File: src/shared/rlm_pkg.sv
// Constants, types and carriers shared by the ribbon life monitor design
// Behaviour
// Show remaining life percent, 100 down to 0
// Warn and flash lamp at 2 percent
// Halt printing at 0 under halt policy
// Keep buffered print data while ink end holds
// Fresh cartridge: clear on platen close, 100 percent
// Used cartridge resumes from its stored count
// Count dots, rewrite count to cartridge periodically
// Read length, colour, yield; detect new or used
// One global density setting, default Normal
// Arrows step +6 to -10, Enter commits
// Keep density offset, use new type's count
// Recompute end point immediately on change
// Ink out: message, lamp, alarm, halt, fault
// Clear key grants two more minutes, repeatably
// Depleted cartridge at power up: fault
// Run-past policy: show 0, keep printing quietly
// Run-past absolute end: halt, lamp, alarm, wear fault
// Wear fault ignores key, clears on platen open
// Reused cartridge accepted unless declared ink out
// Percent from dots against density-adjusted count
// Alarm gated by configuration enable
`default_nettype none
package rlm_pkg;

    // ********
    // Timing
    // ********
    localparam longint RLM_CLK_HZ = 64'd100_000_000;
    localparam longint RLM_GRACE_S = 64'd120;
    localparam longint RLM_FLASH_MS = 64'd250;
    localparam int RLM_TMR_W = 36;
    localparam logic [35:0] RLM_GRACE_CYCLES = 36'(RLM_GRACE_S * RLM_CLK_HZ);
    localparam logic [35:0] RLM_FLASH_CYCLES = 36'(RLM_FLASH_MS * RLM_CLK_HZ / 64'd1000);

    // ********
    // Life figures and density steps
    // ********
    localparam logic [6:0] RLM_FULL_PCT = 7'h64;
    localparam logic [6:0] RLM_LOW_PCT = 7'h02;
    localparam logic signed [4:0] RLM_DARK_MAX = 5'sh06;
    localparam logic signed [4:0] RLM_LIGHT_MIN = -5'sh0a;
    localparam logic signed [4:0] RLM_STEP_NORMAL = 5'sh00;
    localparam int RLM_STEP_SHIFT = 5;
    localparam logic [11:0] RLM_WB_DOTS = 12'hfff;
    localparam logic [5:0] RLM_DIV_STEPS = 6'h28;

    // ********
    // Carriers
    // ********
    typedef struct packed {
        logic load;
        logic is_new;
        logic authorized;
        logic ink_out_mark;
        logic [31:0] used_dots;
        logic [31:0] eol_dots;
        logic [31:0] abs_eol_dots;
        logic [15:0] length;
        logic [3:0] colour;
        logic [31:0] yield;
    } rlm_cart_t;

    typedef struct packed {
        logic [15:0] length;
        logic [3:0] colour;
        logic [31:0] yield;
        logic is_new;
    } rlm_info_t;

    typedef struct packed {
        logic strobe;
        logic ink_out;
        logic [31:0] dots;
    } rlm_wb_t;

    typedef struct packed {
        logic left;
        logic right;
        logic enter;
        logic key_a;
    } rlm_keys_t;

    typedef enum logic [2:0] {
        ST_EMPTY, ST_RUN, ST_INK_OUT, ST_GRACE, ST_OLD, ST_WEAR
    } rlm_state_t;

    typedef enum logic [2:0] {
        MSG_NONE, MSG_LOW, MSG_INK_OUT, MSG_GRACE, MSG_OLD, MSG_WEAR
    } rlm_msg_t;

endpackage
`default_nettype wire

File: src/rtl/rlm_timer.sv
// One-shot cycle timer with a registered done pulse
`timescale 1ns/100ps
`default_nettype none
module rlm_timer (
    // Clock and reset
    input wire logic mclk,
    input wire logic rst_b,
    // Control
    input wire logic load,
    input wire logic [35:0] period,
    // Status
    output var logic running,
    output var logic done
);
    import rlm_pkg::*;

    logic [35:0] cnt_q, cnt_d;
    logic run_d, done_d;

    // Load restarts a run; the last count raises done for one cycle
    always_comb begin
        cnt_d = cnt_q;
        run_d = running;
        done_d = 1'b0;
        if (load) begin
            cnt_d = period;
            run_d = 1'b1;
        end else if (running) begin
            if (cnt_q <= 36'h1) begin
                run_d = 1'b0;
                done_d = 1'b1;
            end else begin
                cnt_d = cnt_q - 36'h1;
            end
        end
    end

    always_ff @(posedge mclk or negedge rst_b) begin
        if (!rst_b) begin
            cnt_q <= 36'h0;
            running <= 1'b0;
            done <= 1'b0;
        end else begin
            cnt_q <= cnt_d;
            running <= run_d;
            done <= done_d;
        end
    end
endmodule // rlm_timer
`default_nettype wire

File: src/rtl/rlm_pct_div.sv
// Restoring divider for the consumed-life ratio
`timescale 1ns/100ps
`default_nettype none
module rlm_pct_div (
    // Clock and reset
    input wire logic mclk,
    input wire logic rst_b,
    // Operands
    input wire logic start,
    input wire logic [39:0] num,
    input wire logic [35:0] den,
    // Result
    output var logic busy,
    output var logic done,
    output var logic [39:0] quot
);
    import rlm_pkg::*;

    logic [36:0] rem_q, rem_d, trial;
    logic [39:0] q_q, q_d, quot_d;
    logic [35:0] den_q, den_d;
    logic [5:0] cnt_q, cnt_d;
    logic busy_d, done_d;

    // One quotient bit per cycle; quotient shifts in where numerator leaves
    always_comb begin
        rem_d = rem_q;
        q_d = q_q;
        den_d = den_q;
        cnt_d = cnt_q;
        busy_d = busy;
        done_d = 1'b0;
        quot_d = quot;
        trial = {rem_q[35:0], q_q[39]};
        if (start && !busy) begin
            rem_d = 37'h0;
            q_d = num;
            den_d = (den == 36'h0) ? 36'h1 : den;  // Guards an empty record
            cnt_d = RLM_DIV_STEPS;
            busy_d = 1'b1;
        end else if (busy) begin
            if (trial >= {1'b0, den_q}) begin
                rem_d = trial - {1'b0, den_q};
                q_d = {q_q[38:0], 1'b1};
            end else begin
                rem_d = trial;
                q_d = {q_q[38:0], 1'b0};
            end
            cnt_d = cnt_q - 6'h1;
            if (cnt_q == 6'h1) begin
                busy_d = 1'b0;
                done_d = 1'b1;
                quot_d = q_d;
            end
        end
    end

    always_ff @(posedge mclk or negedge rst_b) begin
        if (!rst_b) begin
            rem_q <= 37'h0;
            q_q <= 40'h0;
            den_q <= 36'h1;
            cnt_q <= 6'h0;
            busy <= 1'b0;
            done <= 1'b0;
            quot <= 40'h0;
        end else begin
            rem_q <= rem_d;
            q_q <= q_d;
            den_q <= den_d;
            cnt_q <= cnt_d;
            busy <= busy_d;
            done <= done_d;
            quot <= quot_d;
        end
    end
endmodule // rlm_pct_div
`default_nettype wire

File: src/rtl/rlm_monitor.sv
// Ribbon life monitor: cartridge record, density setting, end-of-life policy
`timescale 1ns/100ps
`default_nettype none
module rlm_monitor #(
    parameter logic [35:0] GRACE_CYC = rlm_pkg::RLM_GRACE_CYCLES,
    parameter logic [35:0] FLASH_CYC = rlm_pkg::RLM_FLASH_CYCLES
) (
    // Clock and reset
    input wire logic mclk,
    input wire logic rst_b,
    // Cartridge interface board
    input wire rlm_pkg::rlm_cart_t cart_in,
    output var rlm_pkg::rlm_wb_t cart_wb,
    output var rlm_pkg::rlm_info_t cart_info,
    // Print engine
    input wire logic dot_pulse,
    output var logic print_halt,
    output var logic keep_buffer,
    // Operator panel and configuration
    input wire rlm_pkg::rlm_keys_t keys,
    input wire logic platen_open,
    input wire logic halt_at_ink_end_policy,
    input wire logic alarm_enable,
    // Panel indications
    output var logic [6:0] life_pct,
    output var logic low_warn,
    output var logic lamp_flash,
    output var logic alarm,
    output var logic fault,
    output var rlm_pkg::rlm_msg_t msg,
    output var logic signed [4:0] density_step
);
    import rlm_pkg::*;

    // ********
    // End point from the type's count and the density offset
    // ********
    // Darker steps pull the end point in, lighter ones push it out
    function automatic logic [35:0] end_point(input logic [31:0] eol, input logic signed [4:0] step);
        logic [35:0] mag;
        logic [3:0] s;
        s = step[4] ? 4'(-step) : step[3:0];
        mag = 36'(eol >> RLM_STEP_SHIFT) * 36'(s);
        return step[4] ? 36'(eol) + mag : 36'(eol) - mag;
    endfunction

    // ********
    // Declarations
    // ********
    rlm_state_t st_q, st_d;
    logic [31:0] dots_q, dots_d, eol_q, eol_d, abs_q, abs_d;
    logic [11:0] wb_cnt_q, wb_cnt_d;
    logic fresh_q, fresh_d;
    rlm_info_t info_d;
    rlm_wb_t wb_d;
    logic signed [4:0] pend_q, pend_d, step_d;
    logic [6:0] life_d;
    logic low_d, flash_d, alarm_d, fault_d, halt_d, blink_q, blink_d;
    rlm_msg_t msg_d;
    logic [35:0] adj;
    logic counting, grace_load, grace_done, flash_run, flash_done;
    logic div_busy, div_done;
    logic [39:0] div_quot;

    // ********
    // Timers and divider
    // ********
    rlm_timer u_grace (
        .mclk(mclk),
        .rst_b(rst_b),
        .load(grace_load),
        .period(GRACE_CYC),
        .running(),
        .done(grace_done)
    );

    // Free-running blink: reloads whenever it falls idle
    rlm_timer u_flash (
        .mclk(mclk),
        .rst_b(rst_b),
        .load(!flash_run),
        .period(FLASH_CYC),
        .running(flash_run),
        .done(flash_done)
    );

    // Divider restarts as soon as it finishes, so a new end point shows within two passes
    rlm_pct_div u_div (
        .mclk(mclk),
        .rst_b(rst_b),
        .start(!div_busy),
        .num(40'(dots_q) * 40'(RLM_FULL_PCT)),
        .den(adj),
        .busy(div_busy),
        .done(div_done),
        .quot(div_quot)
    );

    assign adj = end_point(eol_q, density_step);
    assign counting = (st_q == ST_RUN) || (st_q == ST_GRACE);

    // ********
    // Density setting
    // ********
    // Arrows move a pending value; only Enter changes the live offset
    always_comb begin
        pend_d = pend_q;
        step_d = density_step;
        if (keys.left && pend_q < RLM_DARK_MAX) begin
            pend_d = pend_q + 5'sh01;
        end else if (keys.right && pend_q > RLM_LIGHT_MIN) begin
            pend_d = pend_q - 5'sh01;
        end
        if (keys.enter) begin
            step_d = pend_q;
        end
    end

    always_ff @(posedge mclk or negedge rst_b) begin
        if (!rst_b) begin
            pend_q <= RLM_STEP_NORMAL;
            density_step <= RLM_STEP_NORMAL;
        end else begin
            pend_q <= pend_d;
            density_step <= step_d;
        end
    end

    // ********
    // Cartridge record, dot count and life state
    // ********
    // A load from the board re-evaluates the cartridge in any state
    always_comb begin
        st_d = st_q;
        dots_d = dots_q;
        eol_d = eol_q;
        abs_d = abs_q;
        wb_cnt_d = wb_cnt_q;
        fresh_d = fresh_q;
        info_d = cart_info;
        wb_d = '0;
        wb_d.dots = dots_q;
        wb_d.ink_out = cart_wb.ink_out;
        grace_load = 1'b0;
        // Dots only count while the engine is allowed to print
        if (counting && dot_pulse) begin
            if (dots_q != 32'hffff_ffff) begin
                dots_d = dots_q + 32'h1;
            end
            if (wb_cnt_q == RLM_WB_DOTS) begin
                wb_cnt_d = 12'h0;
                wb_d.strobe = 1'b1;
                wb_d.dots = dots_d;
            end else begin
                wb_cnt_d = wb_cnt_q + 12'h1;
            end
        end
        unique case (st_q)
            ST_EMPTY, ST_OLD, ST_INK_OUT: begin
                if (st_q == ST_INK_OUT && keys.key_a) begin
                    st_d = ST_GRACE;
                    grace_load = 1'b1;
                end
            end
            ST_GRACE: begin
                if (grace_done) begin
                    st_d = ST_INK_OUT;
                end else if (keys.key_a) begin
                    grace_load = 1'b1;
                end
            end
            ST_RUN: begin
                if (halt_at_ink_end_policy && 36'(dots_q) >= adj) begin
                    st_d = ST_INK_OUT;
                    wb_d.strobe = 1'b1;
                    wb_d.ink_out = 1'b1;
                end else if (!halt_at_ink_end_policy && dots_q >= abs_q) begin
                    st_d = ST_WEAR;
                    wb_d.strobe = 1'b1;
                    wb_d.ink_out = 1'b1;
                end
            end
            ST_WEAR: begin
                if (platen_open) begin
                    st_d = ST_OLD;
                end
            end
        endcase
        // A fresh cartridge takes effect once the platen is shut again
        if (fresh_q && !platen_open && st_q != ST_WEAR) begin
            st_d = ST_RUN;
            fresh_d = 1'b0;
        end
        if (cart_in.load) begin
            info_d.length = cart_in.length;
            info_d.colour = cart_in.colour;
            info_d.yield = cart_in.yield;
            info_d.is_new = cart_in.is_new;
            eol_d = cart_in.eol_dots;
            abs_d = cart_in.abs_eol_dots;
            wb_cnt_d = 12'h0;
            wb_d.ink_out = cart_in.ink_out_mark;
            if (cart_in.is_new && cart_in.authorized) begin
                dots_d = 32'h0;
                fresh_d = 1'b1;
            end else if (cart_in.ink_out_mark) begin
                st_d = ST_OLD;
                dots_d = cart_in.used_dots;
                fresh_d = 1'b0;
            end else begin
                st_d = ST_RUN;
                dots_d = cart_in.used_dots;
                fresh_d = 1'b0;
            end
        end
    end

    always_ff @(posedge mclk or negedge rst_b) begin
        if (!rst_b) begin
            st_q <= ST_EMPTY;
            dots_q <= 32'h0;
            eol_q <= 32'h0;
            abs_q <= 32'h0;
            wb_cnt_q <= 12'h0;
            fresh_q <= 1'b0;
            cart_info <= '0;
            cart_wb <= '0;
        end else begin
            st_q <= st_d;
            dots_q <= dots_d;
            eol_q <= eol_d;
            abs_q <= abs_d;
            wb_cnt_q <= wb_cnt_d;
            fresh_q <= fresh_d;
            cart_info <= info_d;
            cart_wb <= wb_d;
        end
    end

    // ********
    // Panel indications and engine control
    // ********
    // All indications are registered for clean outputs; all but life_pct decode the next state
    always_comb begin
        life_d = life_pct;
        blink_d = flash_done ? !blink_q : blink_q;
        if (fresh_q || (cart_in.load && cart_in.is_new && cart_in.authorized)) begin
            life_d = RLM_FULL_PCT;
        end else if (st_q == ST_OLD || st_q == ST_EMPTY) begin
            life_d = 7'h0;
        end else if (div_done) begin
            // Past the end point the quotient exceeds 100; clamp to 0 life
            life_d = (div_quot >= 40'(RLM_FULL_PCT)) ? 7'h0 : RLM_FULL_PCT - div_quot[6:0];
        end
        halt_d = (st_d == ST_EMPTY) || (st_d == ST_INK_OUT) || (st_d == ST_OLD) || (st_d == ST_WEAR);
        fault_d = (st_d == ST_INK_OUT) || (st_d == ST_OLD) || (st_d == ST_WEAR);
        // Run-past policy stays silent once life has reached 0
        low_d = ((st_d == ST_RUN) || (st_d == ST_GRACE)) && life_d <= RLM_LOW_PCT
            && (halt_at_ink_end_policy || life_d != 7'h0);
        alarm_d = alarm_enable && ((st_d == ST_INK_OUT) || (st_d == ST_WEAR));
        flash_d = blink_q && (fault_d || low_d);
        unique case (st_d)
            ST_INK_OUT: msg_d = MSG_INK_OUT;
            ST_GRACE: msg_d = MSG_GRACE;
            ST_OLD: msg_d = MSG_OLD;
            ST_WEAR: msg_d = MSG_WEAR;
            default: msg_d = low_d ? MSG_LOW : MSG_NONE;
        endcase
    end

    always_ff @(posedge mclk or negedge rst_b) begin
        if (!rst_b) begin
            life_pct <= 7'h0;
            blink_q <= 1'b0;
            print_halt <= 1'b1;
            keep_buffer <= 1'b1;
            fault <= 1'b0;
            low_warn <= 1'b0;
            alarm <= 1'b0;
            lamp_flash <= 1'b0;
            msg <= MSG_NONE;
        end else begin
            life_pct <= life_d;
            blink_q <= blink_d;
            print_halt <= halt_d;
            keep_buffer <= halt_d;
            fault <= fault_d;
            low_warn <= low_d;
            alarm <= alarm_d;
            lamp_flash <= flash_d;
            msg <= msg_d;
        end
    end
endmodule // rlm_monitor
`default_nettype wire

File: config.mk
export PLATFORM = sky130hd
export DESIGN_NAME = rlm_monitor
export DESIGN_NICKNAME = d
export VERILOG_FILES = /design/src/shared/rlm_pkg.sv /design/src/rtl/rlm_timer.sv /design/src/rtl/rlm_pct_div.sv /design/src/rtl/rlm_monitor.sv
export SDC_FILE = /design/constraint.sdc
export NUM_CORES = 1
export LEC_CHECK = 0
export ABC_CLOCK_PERIOD_IN_PS = 9200
export BUFFER_PORTS_ARGS = -buffer_cell sky130_fd_sc_hd__clkbuf_2
export CORE_UTILIZATION = 30
export CTS_BUF_LIST = sky130_fd_sc_hd__clkbuf_16
export CTS_CLUSTER_DIAMETER = 40
export CTS_CLUSTER_SIZE = 30
export DETAILED_ROUTE_END_ITERATION = 6
export MAX_ROUTING_LAYER = met4
export PLACE_DENSITY_LB_ADDON = 0.3
export SLEW_MARGIN = 25
export SYNTH_ARGS = -nofsm -noshare
export SYNTH_HDL_FRONTEND = slang
export SYNTH_HIERARCHICAL = 1
export SYNTH_SLANG_ARGS = --single-unit
File: constraint.sdc
create_clock -name mclk -period 9.2 [get_ports mclk]
set_clock_uncertainty 0.1 [all_clocks]
set_input_delay 1.38 -clock mclk [delete_from_list [all_inputs] [get_ports mclk]]
set_output_delay 1.38 -clock mclk [all_outputs]
set_load 0.05 [all_outputs]
== After elaboration in Yosys (flattened, before gate mapping) ==
Index checks and enable logic that the tools add are counted.
Widths: inputs -> output; s select.
Operators by class
  $lt $le $gt $ge: 9
  equal/unequal tests: 16
  muxes and demuxes: 67
  reduce and logical (&&, ||, !) cells: 44
  add/subtract/negate cells: 12
  $mul: 2
Operator list (count)
  $mux 36: 9
  $mux 32: 6
  $le 36x1->1 const B: 2
  $sub 36x1->36 const B: 2
  $ge 40x7->1 const B: 1
  $mux 40: 1
  $ge 37x36->1: 1
  $mul 32x5->37 const B: 1
  $ge 32x36->1: 1
  $logic_not 36->1: 1
  $mux 12: 3
  $sub 36x36->36: 1
  $add 32x31->33: 1
  $sub 32x31->33: 1
  $add 32x1->32 const B: 1
  $ge 32x32->1: 1
  $ne 32x32->1 const B: 1
  $mul 27x4->31: 1
  $mux 7: 4
  $mux 3: 9
  $mux 1: 25
  $pmux 3 s4: 2
  $logic_and 1x1->1: 15
  $add 12x1->12 const B: 1
  other kinds (28): 59
Storage, ports and cells
  flip-flop bits (word level): 461
  input port bits: 162
  logic and storage cells: 186
  output and inout port bits: 108

== Depth between registers and ports, before layout ==
  depth in word-level cells: 18
  gate-level depth with buffers: 44
  mapped depth without buffers: 42

== Hierarchy ==
Netlist, hierarchy kept.
By module, submodules not included
  rlm_monitor: area each 21316.7 µm², cells an instance 2428, times used 1, sequential area each 5631.7 µm²
  rlm_pct_div: area each 8805.9 µm², cells an instance 987, times used 1, sequential area each 4005.1 µm²
  rlm_timer (u_flash): area each 2572.5 µm², cells an instance 289, times used 1, sequential area each 950.9 µm²
  rlm_timer (u_grace): area each 2477.4 µm², cells an instance 299, times used 1, sequential area each 950.9 µm²

== Worst setup path before layout ==
Ideal clock, no wire load.
  kind: flip-flop to flip-flop
  start point: register density_step[0]
  end point: register lamp_flash
  required time: 8.976 ns
  path buffers: 2
  library setup time: 0.124 ns
  arrival time: 8.747 ns
  cell stages (with the launch flop): 41
  clock period less this slack: 8.971 ns
  path slack: 0.229 ns
  cell sequence: dfrtp_1 > clkbuf_1 > inv_1 > ha_1 > nand2b_1 > xnor2_1 > clkbuf_1 > nand2_1 > fa_1 > inv_1 > fa_1 > ha_1 > a21o_1 > a21oi_1 > o21ai_0 > o211ai_1 > nand2b_1 > a21oi_1 > (+5 left out) > or3_1 > o41ai_1 > a21oi_1 > a21bo_2 > o311ai_0 > o21ai_0 > xnor2_1 > ha_1 > nand4_1 > nor3_1 > a211oi_1 > o21ai_0 > a21oi_1 > nor2b_1 > nand4_4 > o31ai_4 > nor2_2 > o31a_1
Between the ends
  longest elaborated chain between the ends: 18
  elaborated cells between the ends (all ways): 25
  those cells by class: add/sub (3); mul (1); order compare (1); eq/ne (5); mux (7); reduce/logical (8)
RTL lines
  from (decl): RTL line rlm_monitor.sv:31  | output var logic signed [4:0] density_step
  from (signal assigned): RTL line rlm_monitor.sv:125  | density_step <= step_d;
  $neg 4->4: RTL line rlm_monitor.sv:42  | s = step[4] ? 4'(-step) : step[3:0];
  $mux 4 *: RTL line rlm_monitor.sv:42
  $mul 27x4->31 *: RTL line rlm_monitor.sv:43  | mag = 36'(eol >> RLM_STEP_SHIFT) * 36'(s);
  $sub 32x31->33 or $add 32x31->33 (tied branches): RTL line rlm_monitor.sv:44  | return step[4] ? 36'(eol) + mag : 36'(eol) - mag;
  $mux 36 *: RTL line rlm_monitor.sv:44
  $ge 32x36->1 *: RTL line rlm_monitor.sv:173  | if (halt_at_ink_end_policy && 36'(dots_q) >= adj) begin
  $logic_and 1x1->1 *: RTL line rlm_monitor.sv:173
  $mux 3 *: RTL line rlm_monitor.sv:173
  (+4 left out)
  net st_d[1]: RTL line rlm_monitor.sv:50  | rlm_state_t st_q, st_d;
  $eq 3x1->1 or $eq 3x2->1 (tied branches): RTL line rlm_monitor.sv:258  | low_d = ((st_d == ST_RUN) || (st_d == ST_GRACE)) && life_d <= RLM_LOW_PCT
  $logic_or 1x1->1: RTL line rlm_monitor.sv:258
  $logic_and 1x1->1: RTL line rlm_monitor.sv:258
  $logic_and 1x1->1: RTL line rlm_monitor.sv:259  | && (halt_at_ink_end_policy || life_d != 7'h0);
  $logic_or 1x1->1 *: RTL line rlm_monitor.sv:261  | flash_d = blink_q && (fault_d || low_d);
  $logic_and 1x1->1 *: RTL line rlm_monitor.sv:261
  net flash_d: RTL line rlm_monitor.sv:58  | logic low_d, flash_d, alarm_d, fault_d, halt_d, blink_q, blink_d;
  to (signal assigned): RTL line rlm_monitor.sv:290  | lamp_flash <= flash_d;
  to (decl): RTL line rlm_monitor.sv:27  | output var logic lamp_flash,
The timed path passes the listed nets; every way through them passes the cells marked *.
A chain may end at the register's enable or synchronous reset.

== Worst setup path in the final report ==
  start point: register density_step[1]
  end point: register lamp_flash
Same word-level chain as after synthesis.

==> summary.md <==
| Metric | Value |
|---|---|
| Share of cells above drive strength 1 | approximately 16% |
| Dominant register cell in the synthesized netlist | dfrtp_1 |
| Number of clock sinks | about 460 |
| Setup slack, reg-to-reg | 0.37 ns |
| Height of the chip | ~340 µm |
| Detailed placement HPWL | 82090 µm |
| First-pass GRT wire length | 167500 µm |
| Gate count of the mapped netlist | 4003 |
| Cell Rows | ~130 |
| Final routed wire length divided by cell count | 18.15 µm |
| Iteration-0 DRC count of the detailed router | ~2200 |
| Clock buffers created by TritonCTS | 91 |
| Post-synthesis cell type with the largest combined area | dfrtp_1 |
| Number of H-tree levels | 3 |
| Number of buffers added on ports | 269 |
| Via count of the first global-routing pass | between 20000 and 30000 |
| Status | complete, no violations |
| Clock slew seen by the registers of the worst setup and hold paths | 0.06 ns |
| Library cell with the highest instance count after synthesis | nand2_1 |
| Final setup viols | 0 |
| Effective utilization at floorplan | 30.27% |
| Slew @ Worst Pin | roughly 1.2 ns |
| Setup WS post-layout | between 0.3 and 0.4 ns |
| Critical Path Most Common Cell | inv_1 |
| Top post-synthesis cells by area | dfrtp_1 (33%), ha_1 (11%), nand2_1 (5.0%) |
| Netlist area before placement | approximately 0.035 mm² |
| Register bit count reported by yosys | 461 |
| Kind of start point of the critical path | flop |
| Pre-CTS WS | -0.09981 ns |
| Setup total negative slack | 0 ns |
| Via total after detailed routing | roughly 30000 |
| CTS tree | done |
| Capturing element type of the critical path | flop |
| Worst-path fanout max | 8 |
| Top achievable clock speed | 113.2 MHz |
| Area used by multi-input combinational logic | roughly 0.022 mm² |
| Class of the tightest hold or removal check | reg2reg |
| Gp weighted congestion | 0.9303 |
| Non-Filler Cell Area, Final | 0.04209 mm² |
| Insertion delay of the later-clocked pin in the worst-skew pair | 0.69 ns |
| Area Overhead vs Synth | 19.66% |
| Area share of the largest cell type after synthesis | 32.66% |
| Total grt overflow | 0 |
| Library cell used as clock root buffer | clkbuf_16 |
| Die W | roughly 340 µm |
| Data required time at the worst endpoint | between 9 and 10 ns |
| Part of the Yosys area used for sequential elements | between 30% and 40% |
| Worst rel slew slack | between 20% and 30% |
| Initial DRT Pass Iterations | 6 |
| Number of slew-limit violations in the final report | 0 |
| Initial antenna violation count | 11 |
| Post-synth cell types | 112 |
| Ys async rst share | 100.0% |
| Maximum clock insertion buffer count | 3 |
| Global Route Usage Sum | 18.66% |
| Fin nets | 4891 |
| Tcrit/Tclk final | approximately 96% |
| Max stage delay cell, worst path | fa_1 |
| Time the worst path needs with I/O delays and setup | 8.832 ns |
| Total I/O pin count | 270 |
| Startpoint-to-endpoint class of the critical path | reg2reg |
| Most numerous cell types in the synthesized netlist | nand2_1 (470), dfrtp_1 (459), inv_1 (422), ha_1 (318), o21ai_0 (303) |
| Number of max-cap violations | 0 |
| Per-cell via count in the routed design | 5.008 |
| Fillers | between 10000 and 15000 |
| Die outline area | 0.1186 mm² |
| Count of synthesis-stage warnings from yosys | 6 |
| Antenna-violating nets left | 0 |
| Pin count of the biggest net entering global routing | 143 |
| Final-report hold violation count | 0 |
| Wirelength, routed | ~110000 µm |
| Worst-case hold slack | 0.3233 ns |
| Register area | 0.01154 mm² |
| Total core area | 0.1162 mm² |
| Avg Cell Area, Syn | slightly below 9 µm² |
| Post-Place Cell Area | 0.03842 mm² |
| Number of remaining DRC errors | 0 |
| Number of hold buffers added after cts | 0 |
| Crit path largest cell delay | approximately 0.57 ns |
| Worst path arrival time | 9.28 ns |
| Number of enable flip-flop cells after synthesis | 0 |
[flip-flops by register name, indices dropped and copies added, names as in the netlist, 3 cells and up]
register	count
abs_q	32
eol_q	32
u_div/q_q	40
u_div/rem_q	36
density_step	5
pend_q	5
u_div/cnt_q	6
cart_wb	34
dots_q	32
u_flash/cnt_q	36
wb_cnt_q	12
msg	3
u_grace/cnt_q	36
life_pct	7
cart_info	53
u_div/quot	40
st_q	3
u_div/den_q	36
[critical path: cells and delay by family (launching register included)]
kind | cells | cell delay (ns)
AOI/OAI and AO/OA | 15 | 2.85
adders and majority gates | 6 | 2.32
and+or+nand+nor | 9 | 1.79
xor gates and xnor gates | 3 | 0.63
buffers and inverters | 6 | 0.62
DFF | 1 | 0.42
[placed cells by master, fill, tap and decap left out, types with 16 or more instances in the layout]
master,synthesis,layout
mux2_2,93,93
clkbuf_2,0,267
or3_1,20,18
a211oi_1,20,20
nor4_1,52,50
conb_1,2,75
nor2b_1,28,27
nor3_1,72,69
xnor2_1,163,158
nand2_1,470,470
dfrtp_1,459,457
nand2b_1,37,36
a31oi_1,36,35
nand4_1,48,48
ha_1,318,307
fa_1,81,81
a21oi_1,258,246
nor2_1,224,220
o31ai_1,23,19
and2_1,83,83
a21o_1,63,63
clkbuf_16,0,92
clkinv_4,0,16
buf_4,5,51
o21a_1,31,31
o21bai_1,29,29
xor2_1,66,64
mux2i_1,82,82
and3_1,18,18
o21ai_0,303,295
nand3_1,69,69
o21ai_1,11,17
inv_1,422,423
[kinds of logic (layout without fill, tap and decap cells)]
group                      after synthesis  after routing  share of synthesized area [%]
AOI/OAI and AO/OA                      940            940                          16.84
muxes                                  175            175                          5.311
buffers and inverters                  586            918                          6.549
and+or+nand+nor                       1211           1211                          16.85
other                                    2             85                        0.02135
adders and majority gates              399            399                          15.92
DFF                                    461            461                          32.81
xor gates and xnor gates               229            230                          5.702
[worst paths after layout]
check,cells past startpoint,startpoint,to
max,39,density_step[1],lamp_flash
min,1,u_flash/done,blink_q
max reg2reg,39,density_step[1],lamp_flash
min reg2reg,1,u_flash/done,blink_q
max in group asynchronous,3,rst_b,cart_info[50]
min in group asynchronous,1,rst_b,dots_q[29]
[timing repair]
item | CTS | global route
gates cloned | 1 | 0
buffers inserted | 0 | 10
endpoints found under the setup margin | 4 | 12
resized for setup | 2 | 71
pin swaps | 1 | 24
[routing by layer]
| layer | routed length [µm] | part of all wire (%) | global-route usage [%] | vias up |
|---|---|---|---|---|
| met1 | 50710 | 47 | 25.27 | 14350 |
| met3 | 8160 | 7.6 | 4.679 | 135 |
| met5 | 0 | 0 | - | - |
| met4 | 2558 | 2.4 | 5.466 | 0 |
| met2 | 46460 | 43 | 27.23 | 829 |
| li1 | - | - | - | 14451 |
[layout make-up]
class / instances / share of cell area, %
clock inverters: 80 / 2.185
repair buffers: 322 / 4.248
inverters: 424 / 3.782
well taps: 1524 / 4.531
multi-input cells: 3030 / 52.30
diodes: 10 / 0.05946
flip-flops and latches: 461 / 27.43
clock buffers: 92 / 5.470
[metrics by stage]
step / utilization [%] / instances
detailed placement: 33.06 / 5750
CTS: 35.86 / 5923
global route: 36.21 / 5940
floorplan: - / 4076
global placement: 33.06 / 5750
finish: 36.22 / 5943
Power is not shown: default switching activity piles up to over one toggle a cycle in this logic, so the estimate is an artifact.
